## src/inc/dcl_params.svh

```systemverilog
// dcl_params.svh: byte codes, field positions and timing counts of the
// daisy-chain one-wire link.
// assumes: included by bare name from the link modules; the package does not include it.
`ifndef DCL_PARAMS_SVH
`define DCL_PARAMS_SVH

`define DCL_CMD_ADDR_INIT 8'h95
`define DCL_CMD_LAST_POLL 8'h57
`define DCL_CMD_SOFT_RST 8'h5D
`define DCL_CMD_ALERT_CLR1 8'hB5
`define DCL_CMD_ALERT_CLR2 8'h75
`define DCL_CAL_FALLS 3'h4
`define DCL_CAL_SHIFT 3
`define DCL_GAP_SHIFT 4
`define DCL_RESET_ADDR 5'h00
`define DCL_ADDR_MAX 5'h1F
`define DCL_ADDR_RESP_LOW 3'h5
`define DCL_WORD_LAST 4'h9
`define DCL_DATA_LAST 3'h7

`endif

```

## src/inc/dcl_pkg.sv

```systemverilog
// dcl_pkg: types shared by the one-wire link front end.
// assumes: nothing beyond a SystemVerilog compiler.
package dcl_pkg;

  typedef enum logic [3:0] {
    ST_WAIT, ST_CMD, ST_PTR, ST_WDATA, ST_ASSIGN, ST_REPLY, ST_RELAY
  } dcl_mode_t;

  typedef enum logic [2:0] {
    RX_IDLE, RX_CAL, RX_START, RX_DATA, RX_STOP
  } dcl_rx_st_t;

  typedef struct packed {
    logic [4:0] code;
    logic command_not_address;
    logic read_not_write;
    logic global_select;
  } dcl_cmd_t;

  typedef struct packed {
    logic wr;
    logic rd;
    logic [7:0] ptr;
    logic [15:0] wdata;
  } dcl_reg_req_t;

  typedef struct packed {
    logic wr;
    logic [4:0] addr;
  } dcl_nv_t;

endpackage

```

## src/logic/dcl_rx.sv

```systemverilog
// dcl_rx: word receiver with baud calibration from the 55h word.
// assumes: line input synchronous to ref_clk_i, idle high.
`timescale 1ns/10ps
`default_nettype none
`include "dcl_params.svh"

module dcl_rx (
  input wire logic ref_clk_i,
  input wire logic reset_n_i,
  input wire logic line_i,
  input wire logic cal_i,
  output logic byte_vld_o,
  output logic [7:0] byte_o,
  output logic cal_done_o,
  output logic [15:0] period_o
);
  import dcl_pkg::*;

  typedef struct packed {
    dcl_rx_st_t st;
    logic [18:0] cnt;
    logic [2:0] edges;
    logic [2:0] bitn;
    logic [7:0] sh;
    logic [15:0] per;
    logic prev;
    logic vld;
    logic cal_done;
    logic [7:0] data;
  } dcl_rx_state_t;

  dcl_rx_state_t q, d;
  logic fall;
  logic [18:0] full;
  logic [18:0] half;

  assign fall = q.prev & ~line_i;
  assign full = {3'h0, q.per};
  assign half = {4'h0, q.per[15:1]};

  always_comb begin
    d = q;
    d.vld = 1'b0;
    d.cal_done = 1'b0;
    d.prev = line_i;
    d.cnt = q.cnt + 19'h1;
    case (q.st)
      RX_IDLE: if (fall) begin
        d.cnt = 19'h0;
        d.edges = 3'h0;
        d.st = cal_i ? RX_CAL : RX_START;
      end
      RX_CAL: begin
        // eight bit times span the first to the fifth falling edge
        if (fall) begin
          d.edges = q.edges + 3'h1;
          if (d.edges == `DCL_CAL_FALLS) begin
            d.per = 16'(d.cnt >> `DCL_CAL_SHIFT);
            d.cal_done = 1'b1;
            d.st = RX_IDLE;
          end
        end else if (d.cnt == 19'h0) begin
          d.st = RX_IDLE;
        end
      end
      RX_START: if (d.cnt >= half) begin
        d.cnt = 19'h0;
        d.bitn = 3'h0;
        d.st = line_i ? RX_IDLE : RX_DATA;
      end
      RX_DATA: if (d.cnt >= full) begin
        d.cnt = 19'h0;
        d.sh = {line_i, q.sh[7:1]};
        d.bitn = q.bitn + 3'h1;
        if (q.bitn == `DCL_DATA_LAST) d.st = RX_STOP;
      end
      RX_STOP: if (d.cnt >= full) begin
        d.st = RX_IDLE;
        if (line_i) begin
          d.vld = 1'b1;
          d.data = q.sh;
        end
      end
      default: d.st = RX_IDLE;
    endcase
  end

  always_ff @(posedge ref_clk_i or negedge reset_n_i) begin
    if (!reset_n_i) q <= '0;
    else q <= d;
  end

  assign byte_vld_o = q.vld;
  assign byte_o = q.data;
  assign cal_done_o = q.cal_done;
  assign period_o = q.per;
endmodule
`default_nettype wire

```

## src/logic/dcl_tx.sv

```systemverilog
// dcl_tx: ten-bit word transmitter, start low, lsb first, stop high.
// assumes: period_i stays steady while a word is sent.
`timescale 1ns/10ps
`default_nettype none
`include "dcl_params.svh"

module dcl_tx (
  input wire logic ref_clk_i,
  input wire logic reset_n_i,
  input wire logic start_i,
  input wire logic [7:0] byte_i,
  input wire logic [15:0] period_i,
  output logic line_o,
  output logic done_o
);
  import dcl_pkg::*;

  typedef struct packed {
    logic run;
    logic [8:0] sh;
    logic [15:0] cnt;
    logic [3:0] bitn;
    logic line;
    logic done;
  } dcl_tx_state_t;

  dcl_tx_state_t q, d;

  always_comb begin
    d = q;
    d.done = 1'b0;
    if (!q.run) begin
      d.line = 1'b1;
      if (start_i) begin
        d.run = 1'b1;
        d.sh = {1'b1, byte_i};
        d.cnt = 16'h0;
        d.bitn = 4'h0;
        d.line = 1'b0;
      end
    end else begin
      d.cnt = q.cnt + 16'h1;
      if (d.cnt >= period_i) begin
        d.cnt = 16'h0;
        d.bitn = q.bitn + 4'h1;
        if (q.bitn == `DCL_WORD_LAST) begin
          d.run = 1'b0;
          d.done = 1'b1;
          d.line = 1'b1;
        end else begin
          d.line = q.sh[0];
          d.sh = {1'b0, q.sh[8:1]};
        end
      end
    end
  end

  always_ff @(posedge ref_clk_i or negedge reset_n_i) begin
    if (!reset_n_i) q <= '0;
    else q <= d;
  end

  assign line_o = q.line;
  assign done_o = q.done;
endmodule
`default_nettype wire

```

## src/logic/dcl_link.sv

```systemverilog
// dcl_link: protocol front end of a daisy-chained one-wire sensor link.
// assumes: line inputs are the resolved wire levels, synchronous to clock.
`timescale 1ns/10ps
`default_nettype none
`include "dcl_params.svh"

module dcl_link (
  input wire logic ref_clk_i,
  input wire logic reset_n_i,
  input wire logic upstream_line_i,
  output logic upstream_line_o,
  output logic upstream_line_oe_o,
  input wire logic downstream_line_i,
  output logic downstream_line_o,
  output logic downstream_line_oe_o,
  input wire logic [4:0] nv_addr_i,
  input wire logic last_device_i,
  input wire logic [15:0] reg_rdata_i,
  output dcl_pkg::dcl_reg_req_t reg_req_o,
  output dcl_pkg::dcl_nv_t nv_wr_o,
  output logic soft_reset_o,
  output logic [1:0] alert_clear_o,
  output logic [4:0] device_address_o,
  output dcl_pkg::dcl_mode_t mode_o
);
  import dcl_pkg::*;

  typedef struct packed {
    dcl_mode_t mode;
    dcl_cmd_t cmd;
    logic loaded;
    logic [4:0] my_addr;
    logic byte1;
    logic [19:0] gap;
    logic pend;
    logic fill;
    logic then_relay;
    logic [1:0][7:0] txb;
    logic [1:0] txdn;
    logic seq;
    logic tx_n;
    logic tx_go;
    logic tx_act;
    logic up_o;
    logic up_oe;
    logic dn_o;
    logic dn_oe;
    dcl_reg_req_t req;
    dcl_nv_t nv;
    logic srst;
    logic [1:0] aclr;
  } dcl_state_t;

  dcl_state_t q, d;
  logic rx_vld;
  logic [7:0] rx_byte;
  logic cal_done;
  logic [15:0] period;
  logic tx_line;
  logic tx_done;
  dcl_cmd_t rx_cmd;
  logic [19:0] gap_lim;
  logic [19:0] half;
  logic hit_eq;
  logic hit_le;
  logic fwd;

  assign rx_cmd = dcl_cmd_t'(rx_byte);
  assign gap_lim = {period, 4'h0};
  assign half = {5'h0, period[15:1]};
  // individual target or highest covered address
  assign hit_eq = q.my_addr == q.cmd.code;
  assign hit_le = q.my_addr <= q.cmd.code;
  assign fwd = q.mode == ST_WAIT || q.mode == ST_CMD ||
               q.mode == ST_PTR || q.mode == ST_WDATA;

  dcl_rx u_rx (
    .ref_clk_i(ref_clk_i),
    .reset_n_i(reset_n_i),
    .line_i(upstream_line_i),
    .cal_i(q.mode == ST_WAIT),
    .byte_vld_o(rx_vld),
    .byte_o(rx_byte),
    .cal_done_o(cal_done),
    .period_o(period)
  );
  dcl_tx u_tx (
    .ref_clk_i(ref_clk_i),
    .reset_n_i(reset_n_i),
    .start_i(q.tx_go),
    .byte_i(q.txb[q.seq]),
    .period_i(period),
    .line_o(tx_line),
    .done_o(tx_done)
  );
  always_comb begin
    d = q;
    d.tx_go = 1'b0;
    d.req.wr = 1'b0;
    d.req.rd = 1'b0;
    d.nv.wr = 1'b0;
    d.srst = 1'b0;
    d.aclr = 2'h0;
    if (!upstream_line_i || !downstream_line_i) d.gap = 20'h0;
    else if (q.gap != 20'hFFFFF) d.gap = q.gap + 20'h1;
    if (!q.loaded) begin
      d.loaded = 1'b1;
      d.my_addr = nv_addr_i;
    end
    case (q.mode)
      ST_WAIT: if (cal_done) begin
        d.mode = ST_CMD;
        d.gap = 20'h0;
      end
      ST_CMD: if (rx_vld) begin
        d.cmd = rx_cmd;
        if (!rx_cmd.command_not_address) begin
          d.mode = ST_PTR;
        end else begin
          d.mode = ST_WAIT;
          d.fill = 1'b0;
          d.then_relay = 1'b0;
          d.seq = 1'b0;
          d.tx_n = 1'b0;
          d.txdn = 2'h0;
          case (rx_byte)
            `DCL_CMD_ADDR_INIT: d.mode = ST_ASSIGN;
            `DCL_CMD_LAST_POLL: begin
              d.txb[0] = {q.my_addr, `DCL_ADDR_RESP_LOW};
              d.mode = last_device_i ? ST_REPLY : ST_RELAY;
              d.pend = 1'b0;
              d.gap = 20'h0;
            end
            `DCL_CMD_SOFT_RST: begin
              d.srst = 1'b1;
              d.my_addr = nv_addr_i;
            end
            `DCL_CMD_ALERT_CLR1: d.aclr = 2'h1;
            `DCL_CMD_ALERT_CLR2: d.aclr = 2'h2;
            default: d.mode = ST_WAIT;
          endcase
        end
      end
      ST_PTR: if (rx_vld) begin
        d.req.ptr = rx_byte;
        d.byte1 = 1'b0;
        d.gap = 20'h0;
        d.pend = 1'b0;
        d.fill = 1'b1;
        d.then_relay = 1'b0;
        d.seq = 1'b0;
        d.tx_n = 1'b1;
        d.txdn = 2'h0;
        if (!q.cmd.read_not_write) begin
          d.fill = 1'b0;
          d.mode = ST_WDATA;
        end else if (hit_eq) begin
          d.req.rd = 1'b1;
          d.mode = ST_REPLY;
        end else if (q.cmd.global_select && hit_le) begin
          // nearer devices answer after the farther ones
          d.req.rd = 1'b1;
          d.pend = 1'b1;
          d.mode = ST_RELAY;
        end else begin
          d.fill = 1'b0;
          d.mode = q.cmd.global_select ? ST_WAIT : ST_RELAY;
        end
      end
      ST_WDATA: if (rx_vld) begin
        if (!q.byte1) begin
          d.req.wdata[7:0] = rx_byte;
          d.byte1 = 1'b1;
        end else begin
          d.req.wdata[15:8] = rx_byte;
          d.req.wr = q.cmd.global_select ? hit_le : hit_eq;
          d.mode = ST_WAIT;
        end
      end
      ST_ASSIGN: if (rx_vld) begin
        // take own address, report up, hand next one down unless own address is 1Fh
        d.my_addr = rx_byte[7:3];
        d.nv.wr = 1'b1;
        d.nv.addr = rx_byte[7:3];
        d.txb[0] = {rx_byte[7:3], `DCL_ADDR_RESP_LOW};
        d.txb[1] = {rx_byte[7:3] + 5'h1, rx_byte[2:0]};
        d.txdn = 2'h2;
        d.tx_n = rx_byte[7:3] != `DCL_ADDR_MAX;
        d.fill = 1'b0;
        d.then_relay = 1'b1;
        d.seq = 1'b0;
        d.gap = 20'h0;
        d.mode = ST_REPLY;
      end
      ST_REPLY: begin
        // first word after half a bit, well inside the limit
        if (!q.tx_act && (q.seq || q.gap >= half)) begin
          d.tx_go = 1'b1;
          d.tx_act = 1'b1;
          if (q.fill && !q.seq) begin
            d.txb = reg_rdata_i;
            d.fill = 1'b0;
          end
        end
        if (tx_done) begin
          d.tx_act = 1'b0;
          d.seq = 1'b1;
          if (q.seq == q.tx_n) begin
            d.seq = 1'b0;
            d.gap = 20'h0;
            d.mode = q.then_relay ? ST_RELAY : ST_WAIT;
          end
        end
      end
      default: ;
    endcase
    if (q.mode != ST_WAIT && q.mode != ST_REPLY && q.gap >= gap_lim) begin
      d.gap = 20'h0;
      d.mode = (q.mode == ST_RELAY && q.pend) ? ST_REPLY : ST_WAIT;
      d.pend = 1'b0;
    end
    // line drive, high when released
    d.dn_oe = fwd || (q.mode == ST_REPLY && q.tx_act && q.txdn[q.seq]);
    d.dn_o = fwd ? upstream_line_i :
             (q.txdn[q.seq] && q.tx_act ? tx_line : 1'b1);
    d.up_oe = q.mode == ST_RELAY ||
              (q.mode == ST_REPLY && q.tx_act && !q.txdn[q.seq]);
    d.up_o = q.mode == ST_RELAY ? downstream_line_i :
             (!q.txdn[q.seq] && q.tx_act ? tx_line : 1'b1);
  end
  always_ff @(posedge ref_clk_i or negedge reset_n_i) begin
    if (!reset_n_i) begin
      q <= '0;
      q.my_addr <= `DCL_RESET_ADDR;
    end else begin
      q <= d;
    end
  end
  assign upstream_line_o = q.up_o;
  assign upstream_line_oe_o = q.up_oe;
  assign downstream_line_o = q.dn_o;
  assign downstream_line_oe_o = q.dn_oe;
  assign reg_req_o = q.req;
  assign nv_wr_o = q.nv;
  assign soft_reset_o = q.srst;
  assign alert_clear_o = q.aclr;
  assign device_address_o = q.my_addr;
  assign mode_o = q.mode;
endmodule
`default_nettype wire

```

## config.mk

```make
export PLATFORM = sky130hd
export DESIGN_NAME = dcl_link
export DESIGN_NICKNAME = d
export VERILOG_FILES = /design/src/inc/dcl_pkg.sv /design/src/logic/dcl_rx.sv /design/src/logic/dcl_tx.sv /design/src/logic/dcl_link.sv
export VERILOG_INCLUDE_DIRS = /design/src /design/src/inc
export SDC_FILE = /design/constraint.sdc
export NUM_CORES = 1
export LEC_CHECK = 0
export BUFFER_PORTS_ARGS = -buffer_cell sky130_fd_sc_hd__buf_2
export CAP_MARGIN = 15
export CORE_MARGIN = 3
export CORE_UTILIZATION = 69
export CTS_BUF_LIST = sky130_fd_sc_hd__clkbuf_4 sky130_fd_sc_hd__clkbuf_8
export DETAILED_ROUTE_END_ITERATION = 8
export MAX_ROUTING_LAYER = met4
export PLACE_DENSITY = 0.95
export SYNTH_ARGS = -nofsm -noshare
export SYNTH_HDL_FRONTEND = slang
export SYNTH_SLANG_ARGS = --single-unit
```

## constraint.sdc

```tcl
create_clock -name ref_clk_i -period 5.9 [get_ports ref_clk_i]
set_clock_uncertainty 0.2 [all_clocks]
set_input_delay 0.885 -clock ref_clk_i [delete_from_list [all_inputs] [get_ports ref_clk_i]]
set_output_delay 0.885 -clock ref_clk_i [all_outputs]
set_load 0.05 [all_outputs]
```

==> metrics.txt, run 1 <==
status=finished, final reports clean; Sink Count=slightly below 200; leakage power=6.155 nW; post-DP HPWL=21220 um; share of the synthesized area in the top cell type=0.3990; most common flop cell mapped by yosys=dfrtp_1; die area=~19000 um2; Root Buffer=clkbuf_8; input/output buffers=72; Tot Pwr=between 0.002 and 0.003 W; Synth Net Count=about 1400; largest net degree at the start of global routing=just over 80; initial DRC count=1144; Yosys warning count=0; I/O pin count=74; FF-to-FF Start=u_rx.q[41]; Synth Instances=1286; drt first pass iters=7; Synth cell types=between 80 and 90; Multi-input gate area=around 6500 um2; synth top area cells=dfrtp_1 (40%), ha_1 (9.8%), mux2_2 (4.9%); top-count cell post-synth=dfrtp_1; CTS tree=yes; post-CTS setup buffers=0; number of synthesized register bits=194; Avg Cell Area, Syn=roughly 9.5 um2; H-tree Lvls=4; Worst Tran Pin Value=~1.1 ns; Num CTS Buffers=17; number of global-route vias before repair=approximately 10000; Worst-Skew Late Latency=0.51 ns; RSZ-0062 raised after global routing=no; Tot GR Track Use=0.3297; Post-Place Cells=between 1000 and 1500; Critical path origin=u_rx.q[41]; Std-Cell Rows=47; initial antenna violation count=0; Starting Density=0.7185; Diodes inserted=0; Max Slew Vio Count=0; worst path required time=about 6 ns; Total Wirelength=about 31000 um; crit path DAT=~5.0 ns; Setup CP Type=flop to flop; fraction of layout cells with a size suffix above 1=0.1485; # hold bufs at CTS=0; Max Clock Freq=approximately 210 MHz; Commonest cells post-synth=dfrtp_1 (194), nor2_1 (110), nand2_1 (109); Die X=around 140 um; synth-to-layout area growth=4.637%; final setup violation count=0; sequential area share after synthesis=0.3990; CTS max path bufs=2; Routed WL per cell=20.56 um; GRT overflow=0; antenna-violating nets left=0; Post-Syn Area=about 12000 um2; largest area contributor in the netlist=dfrtp_1; final cell count without fillers=between 1500 and 2000; worst hold path class=input pin to async pin; dpl cell area=~12000 um2; async set-or-reset flop fraction in the synthesized netlist=1.000; setup TNS=0 ns; post-layout min period=between 4 and 5 ns; Critical Path Sink Type=flop; clk slew on worst S/H paths=approximately 0.12 ns; ratio of total power to cell area=about 220 nW/um2; final hold viol count=0; Tcrit/Tclk final=0.8066; Post-synth EDFFs=0; GPL Wtd Cong=0.9601; Register Area=between 4000 and 5000 um2; fin util=0.7518; Resized cells post-CTS=0; Core Region=about 17000 um2; Startpoint Class=flop; Vias/cell=around 6.8; fillers=1051; first-pass GRT wire length=roughly 50000 um; maxcap violations=0; DRC violations left=0; peak supply drop=192.4 uV; Die H=approximately 140 um; Max-slew headroom=0.2228; post-route cell area=roughly 13000 um2; nets=around 1400; CP Max Fanout=19; vias=between 10000 and 15000
layout make-up:
| class | count | share of cell area |
|---|---|---|
| well taps | 220 | 0.02162 |
| flip-flops and latches | 194 | 0.3813 |
| inverters | 66 | 0.01946 |
| multi-input cells | 920 | 0.5085 |
| clock buffers | 17 | 0.01838 |
| clock inverters | 15 | 0.01641 |
| repair buffers | 81 | 0.03430 |
path summary, 6_finish.rpt:
| check | end | slack, ns | cells after the start |
|---|---|---|---|
| worst min register to register | u_rx.period_o[6] | 0.30 | 2 |
| worst max-delay path | u_rx.q[57] | 1.14 | 12 |
| min in group ref_clk_i | u_rx.period_o[6] | 0.30 | 2 |
| worst max register to register | u_rx.q[57] | 1.14 | 12 |
| max in group asynchronous | downstream_line_o | 4.02 | 2 |
| worst min-delay path | q[78] | 0.23 | 1 |
layout by cell type, fill, tap and decap left out, types with 28 or more instances in the layout:
| cell type | n |
|---|---|
| a21oi_1 | 54 |
| buf_2 | 71 |
| dfrtp_1 | 194 |
| ha_1 | 95 |
| inv_1 | 65 |
| mux2_2 | 53 |
| nand2_1 | 109 |
| nand3_1 | 61 |
| nor2_1 | 110 |
| o21ai_0 | 69 |
| xnor2_1 | 28 |
flip-flops by register name, summed over array words and instances, names as in the netlist:
signal / cells
q: 52
u_rx.q: 37
u_tx.q: 30
reg_req_o: 26
u_rx.period_o: 16
u_rx.byte_o: 8
nv_wr_o: 6
device_address_o: 5
mode_o: 3
alert_clear_o: 2
downstream_line_o: 1
downstream_line_oe_o: 1
soft_reset_o: 1
u_rx.byte_vld_o: 1
u_rx.cal_done_o: 1
u_tx.done_o: 1
u_tx.line_o: 1
upstream_line_o: 1
upstream_line_oe_o: 1
worst max-delay path, stage by stage, from the launching register on:
cell and delay, ns:
dfrtp_1 0.53, ha_1 0.31, and4_1 0.36, nand4_1 0.19
xor2_1 0.27, inv_1 0.13, ha_1 0.32, a211oi_1 0.29
nor2_1 0.08, o41ai_1 0.77, a311oi_2 0.48, o21bai_2 0.53
nor2_1 0.22
kinds of logic after synthesis:
family | after synthesis | share of synthesized area
other | 2 | 0.0006172
adder cells (fa/ha/maj) | 95 | 0.09769
flip-flops | 194 | 0.3990
multiplexers | 80 | 0.07342
XOR/XNOR | 50 | 0.03599
buffers and inverters | 172 | 0.06889
AND/OR/NAND/NOR | 417 | 0.1701
AO/OA/AOI/OAI | 276 | 0.1543
per-stage QoR:
stage | worst slack [ns] | hold slack (ns)
floorplan | 2.194 | 0.2498
global placement | 1.642 | 0.2606
detailed placement | 1.369 | 0.2708
CTS | 1.257 | 0.2370
global route | 0.9190 | 0.2660
finish | 1.141 | 0.2260
report_power, final:
group          internal [W]  total (W)  switching [W]
clock network      0.000346   0.000959       0.000613
logic              0.000147   0.000392       0.000245
registers           0.00137    0.00143      0.0000646
total               0.00186    0.00278       0.000923
per-layer routing:
layer | GRT usage | up-vias | routed length [um]
li1 | - | 4559 | -
met1 | 0.4183 | 5012 | 12110
met2 | 0.5134 | 582 | 14920
met3 | 0.06793 | 142 | 2765
met4 | 0.1504 | 0 | 1319
met5 | - | - | 0
Note: power is estimated with default switching activity, not from simulation.
==> run 2, diff against run 1 <==
--- a/config.mk
+++ b/config.mk
@@ -9,7 +9,7 @@
 export BUFFER_PORTS_ARGS = -buffer_cell sky130_fd_sc_hd__buf_2
 export CAP_MARGIN = 15
 export CORE_MARGIN = 3
-export CORE_UTILIZATION = 69
+export CORE_UTILIZATION = 64
 export CTS_BUF_LIST = sky130_fd_sc_hd__clkbuf_4 sky130_fd_sc_hd__clkbuf_8
 export DETAILED_ROUTE_END_ITERATION = 8
 export MAX_ROUTING_LAYER = met4
==> constraint.sdc (replaced) <==
create_clock -name ref_clk_i -period 4.7 [get_ports ref_clk_i]
set_clock_uncertainty 0.2 [all_clocks]
set_input_delay 0.705 -clock ref_clk_i [delete_from_list [all_inputs] [get_ports ref_clk_i]]
set_output_delay 0.705 -clock ref_clk_i [all_outputs]
set_load 0.05 [all_outputs]
==> metrics.txt, run 2 (synthesized netlist as in run 1, its figures left out) <==
status=finished, final reports clean; ratio of total power to cell area=271.8 nW/um2; CTS tree=yes; die area=~21000 um2; worst path required time=between 4 and 5 ns; Core Region=18330 um2; Vias/cell=about 6.7; H-tree Lvls=4; # hold bufs at CTS=0; post-DP HPWL=21710 um; Setup CP Type=flop to flop; Sink Count=slightly below 200; CTS max path bufs=2; drt first pass iters=6; largest net degree at the start of global routing=~110; I/O pin count=74; Routed WL per cell=between 20 and 25 um; Worst path top cell family by delay=compound AO/OA/AOI/OAI gates; leakage power=6.171 nW; Max Slew Vio Count=0; Root Buffer=clkbuf_8; first-pass GRT wire length=roughly 50000 um; Resized cells post-CTS=0; Tot GR Track Use=0.3105; vias=between 10000 and 15000; Worst-Skew Late Latency=0.52 ns; post-layout min period=approximately 4.6 ns; maxcap violations=0; post-CTS setup buffers=0; setup TNS=0 ns; GRT overflow=0; Critical Path Sink Type=flop; biggest regs=q x52, u_rx.q x37, u_tx.q x30; Total Wirelength=roughly 32000 um; Die X=143.9 um; Tot Pwr=about 0.0035 W; Num CTS Buffers=17; worst hold slack=between 0.09 and 0.1 ns; synth-to-layout area growth=5.121%; met2 wire length=between 15000 and 20000 um; initial antenna violation count=0; final setup violation count=0; dpl cell area=around 12000 um2; DRC violations left=0; Critical-path top delay cell=dfrtp_1; worst hold path class=input pin to async pin; Max Clock Freq=roughly 220 MHz; Std-Cell Rows=just under 50; WP buf/inv=1; Final WS setup=0.05738 ns; antenna-violating nets left=0; clk slew on worst S/H paths=between 0.1 and 0.15 ns; fraction of layout cells with a size suffix above 1=0.1527; crit path DAT=between 4 and 5 ns; WL met3=between 2000 and 3000 um; number of global-route vias before repair=approximately 10000; post-route cell area=12790 um2; initial DRC count=approximately 1200; M1 WL=~12000 um; Startpoint Class=flop; CP Cell Sequence=ha_1 > and4_1 > nand3_1 > xor2_2 > inv_1 > ha_1 > and3_1 > a221o_1 > a221oi_1 > o211ai_1 > o31ai_4 > o21bai_4 > nor2_1; post-place setup slack=0.3174 ns; DR top layer=met4; Worst Tran Pin Value=roughly 1 ns; commonest non-fill, non-tap cell in the layout=dfrtp_1; input/output buffers=72; final hold viol count=0; critical path's largest stage delay=~0.5 ns; Max-slew headroom=0.3190; most flop-heavy register=q; Die H=roughly 140 um; nets=~1400; most frequent cells in the layout=dfrtp_1 (194), nor2_1 (110), nand2_1 (109); Diodes inserted=0; Tcrit/Tclk final=0.9878; critical path's most frequent cell=ha_1; peak supply drop=about 190 uV; Starting Density=0.6638; CP Max Fanout=19; Largest register FFs=52; GPL Wtd Cong=between 0.9 and 1
-- run 2: area by class of cell --
type / instances / area [um2]
multi-input combinational: 920 / 6506
fill: 1176 / 5540
sequential: 194 / 4855
timing repair buffer: 85 / 466.7
tap: 229 / 286.5
clock buffer: 18 / 247.7
inverter: 66 / 247.7
clock inverter: 14 / 181.4
-- run 2: metrics by stage --
step | utilization | instances
after detailed placement | 0.6727 | 1494
final | 0.6978 | 1526
after floorplan | - | 1286
after CTS | 0.6961 | 1526
after global routing | 0.6978 | 1526
after global placement | 0.6727 | 1494
-- run 2: report_power, final --
group / internal [W] / leakage, nW / total (W) / switching, W
combinational: 0.000192 / 3.37 / 0.000522 / 0.000331
sequential: 0.00172 / 2.59 / 0.00180 / 0.0000792
clock: 0.000427 / 0.210 / 0.00116 / 0.000731
total: 0.00234 / 6.17 / 0.00348 / 0.00114
-- run 2: per-layer routing --
metal / vias up / global-route usage
met2: 672 / 0.4863
li1: 4567 / -
met1: 4891 / 0.3924
met4: 0 / 0.1437
met3: 166 / 0.05757
met5: - / -
-- run 2: worst reg2reg max path: cells and delay by family, from the launching register on --
| kind | cells | cell delay (ns) |
|---|---|---|
| DFF | 1 | 0.51 |
| adders and majority gates | 2 | 0.64 |
| xor gates and xnor gates | 1 | 0.35 |
| AOI/OAI and AO/OA | 5 | 1.83 |
| and+or+nand+nor | 4 | 0.94 |
| buffers and inverters | 1 | 0.13 |
-- run 2: path summary, 6_finish.rpt --
path / cells after the start / startpoint / slack [ns] / endpoint
worst max-delay path: 13 / u_rx.q[41] / 0.06 / u_rx.q[59]
worst min-delay path: 1 / reset_n_i / 0.09 / u_tx.q[23]
max in group asynchronous: 2 / reset_n_i / 3.20 / q[63]
min in group ref_clk_i: 3 / nv_addr_i[0] / 0.20 / device_address_o[0]
worst max register to register: 13 / u_rx.q[41] / 0.06 / u_rx.q[59]
worst min register to register: 2 / u_rx.period_o[3] / 0.30 / u_rx.period_o[3]
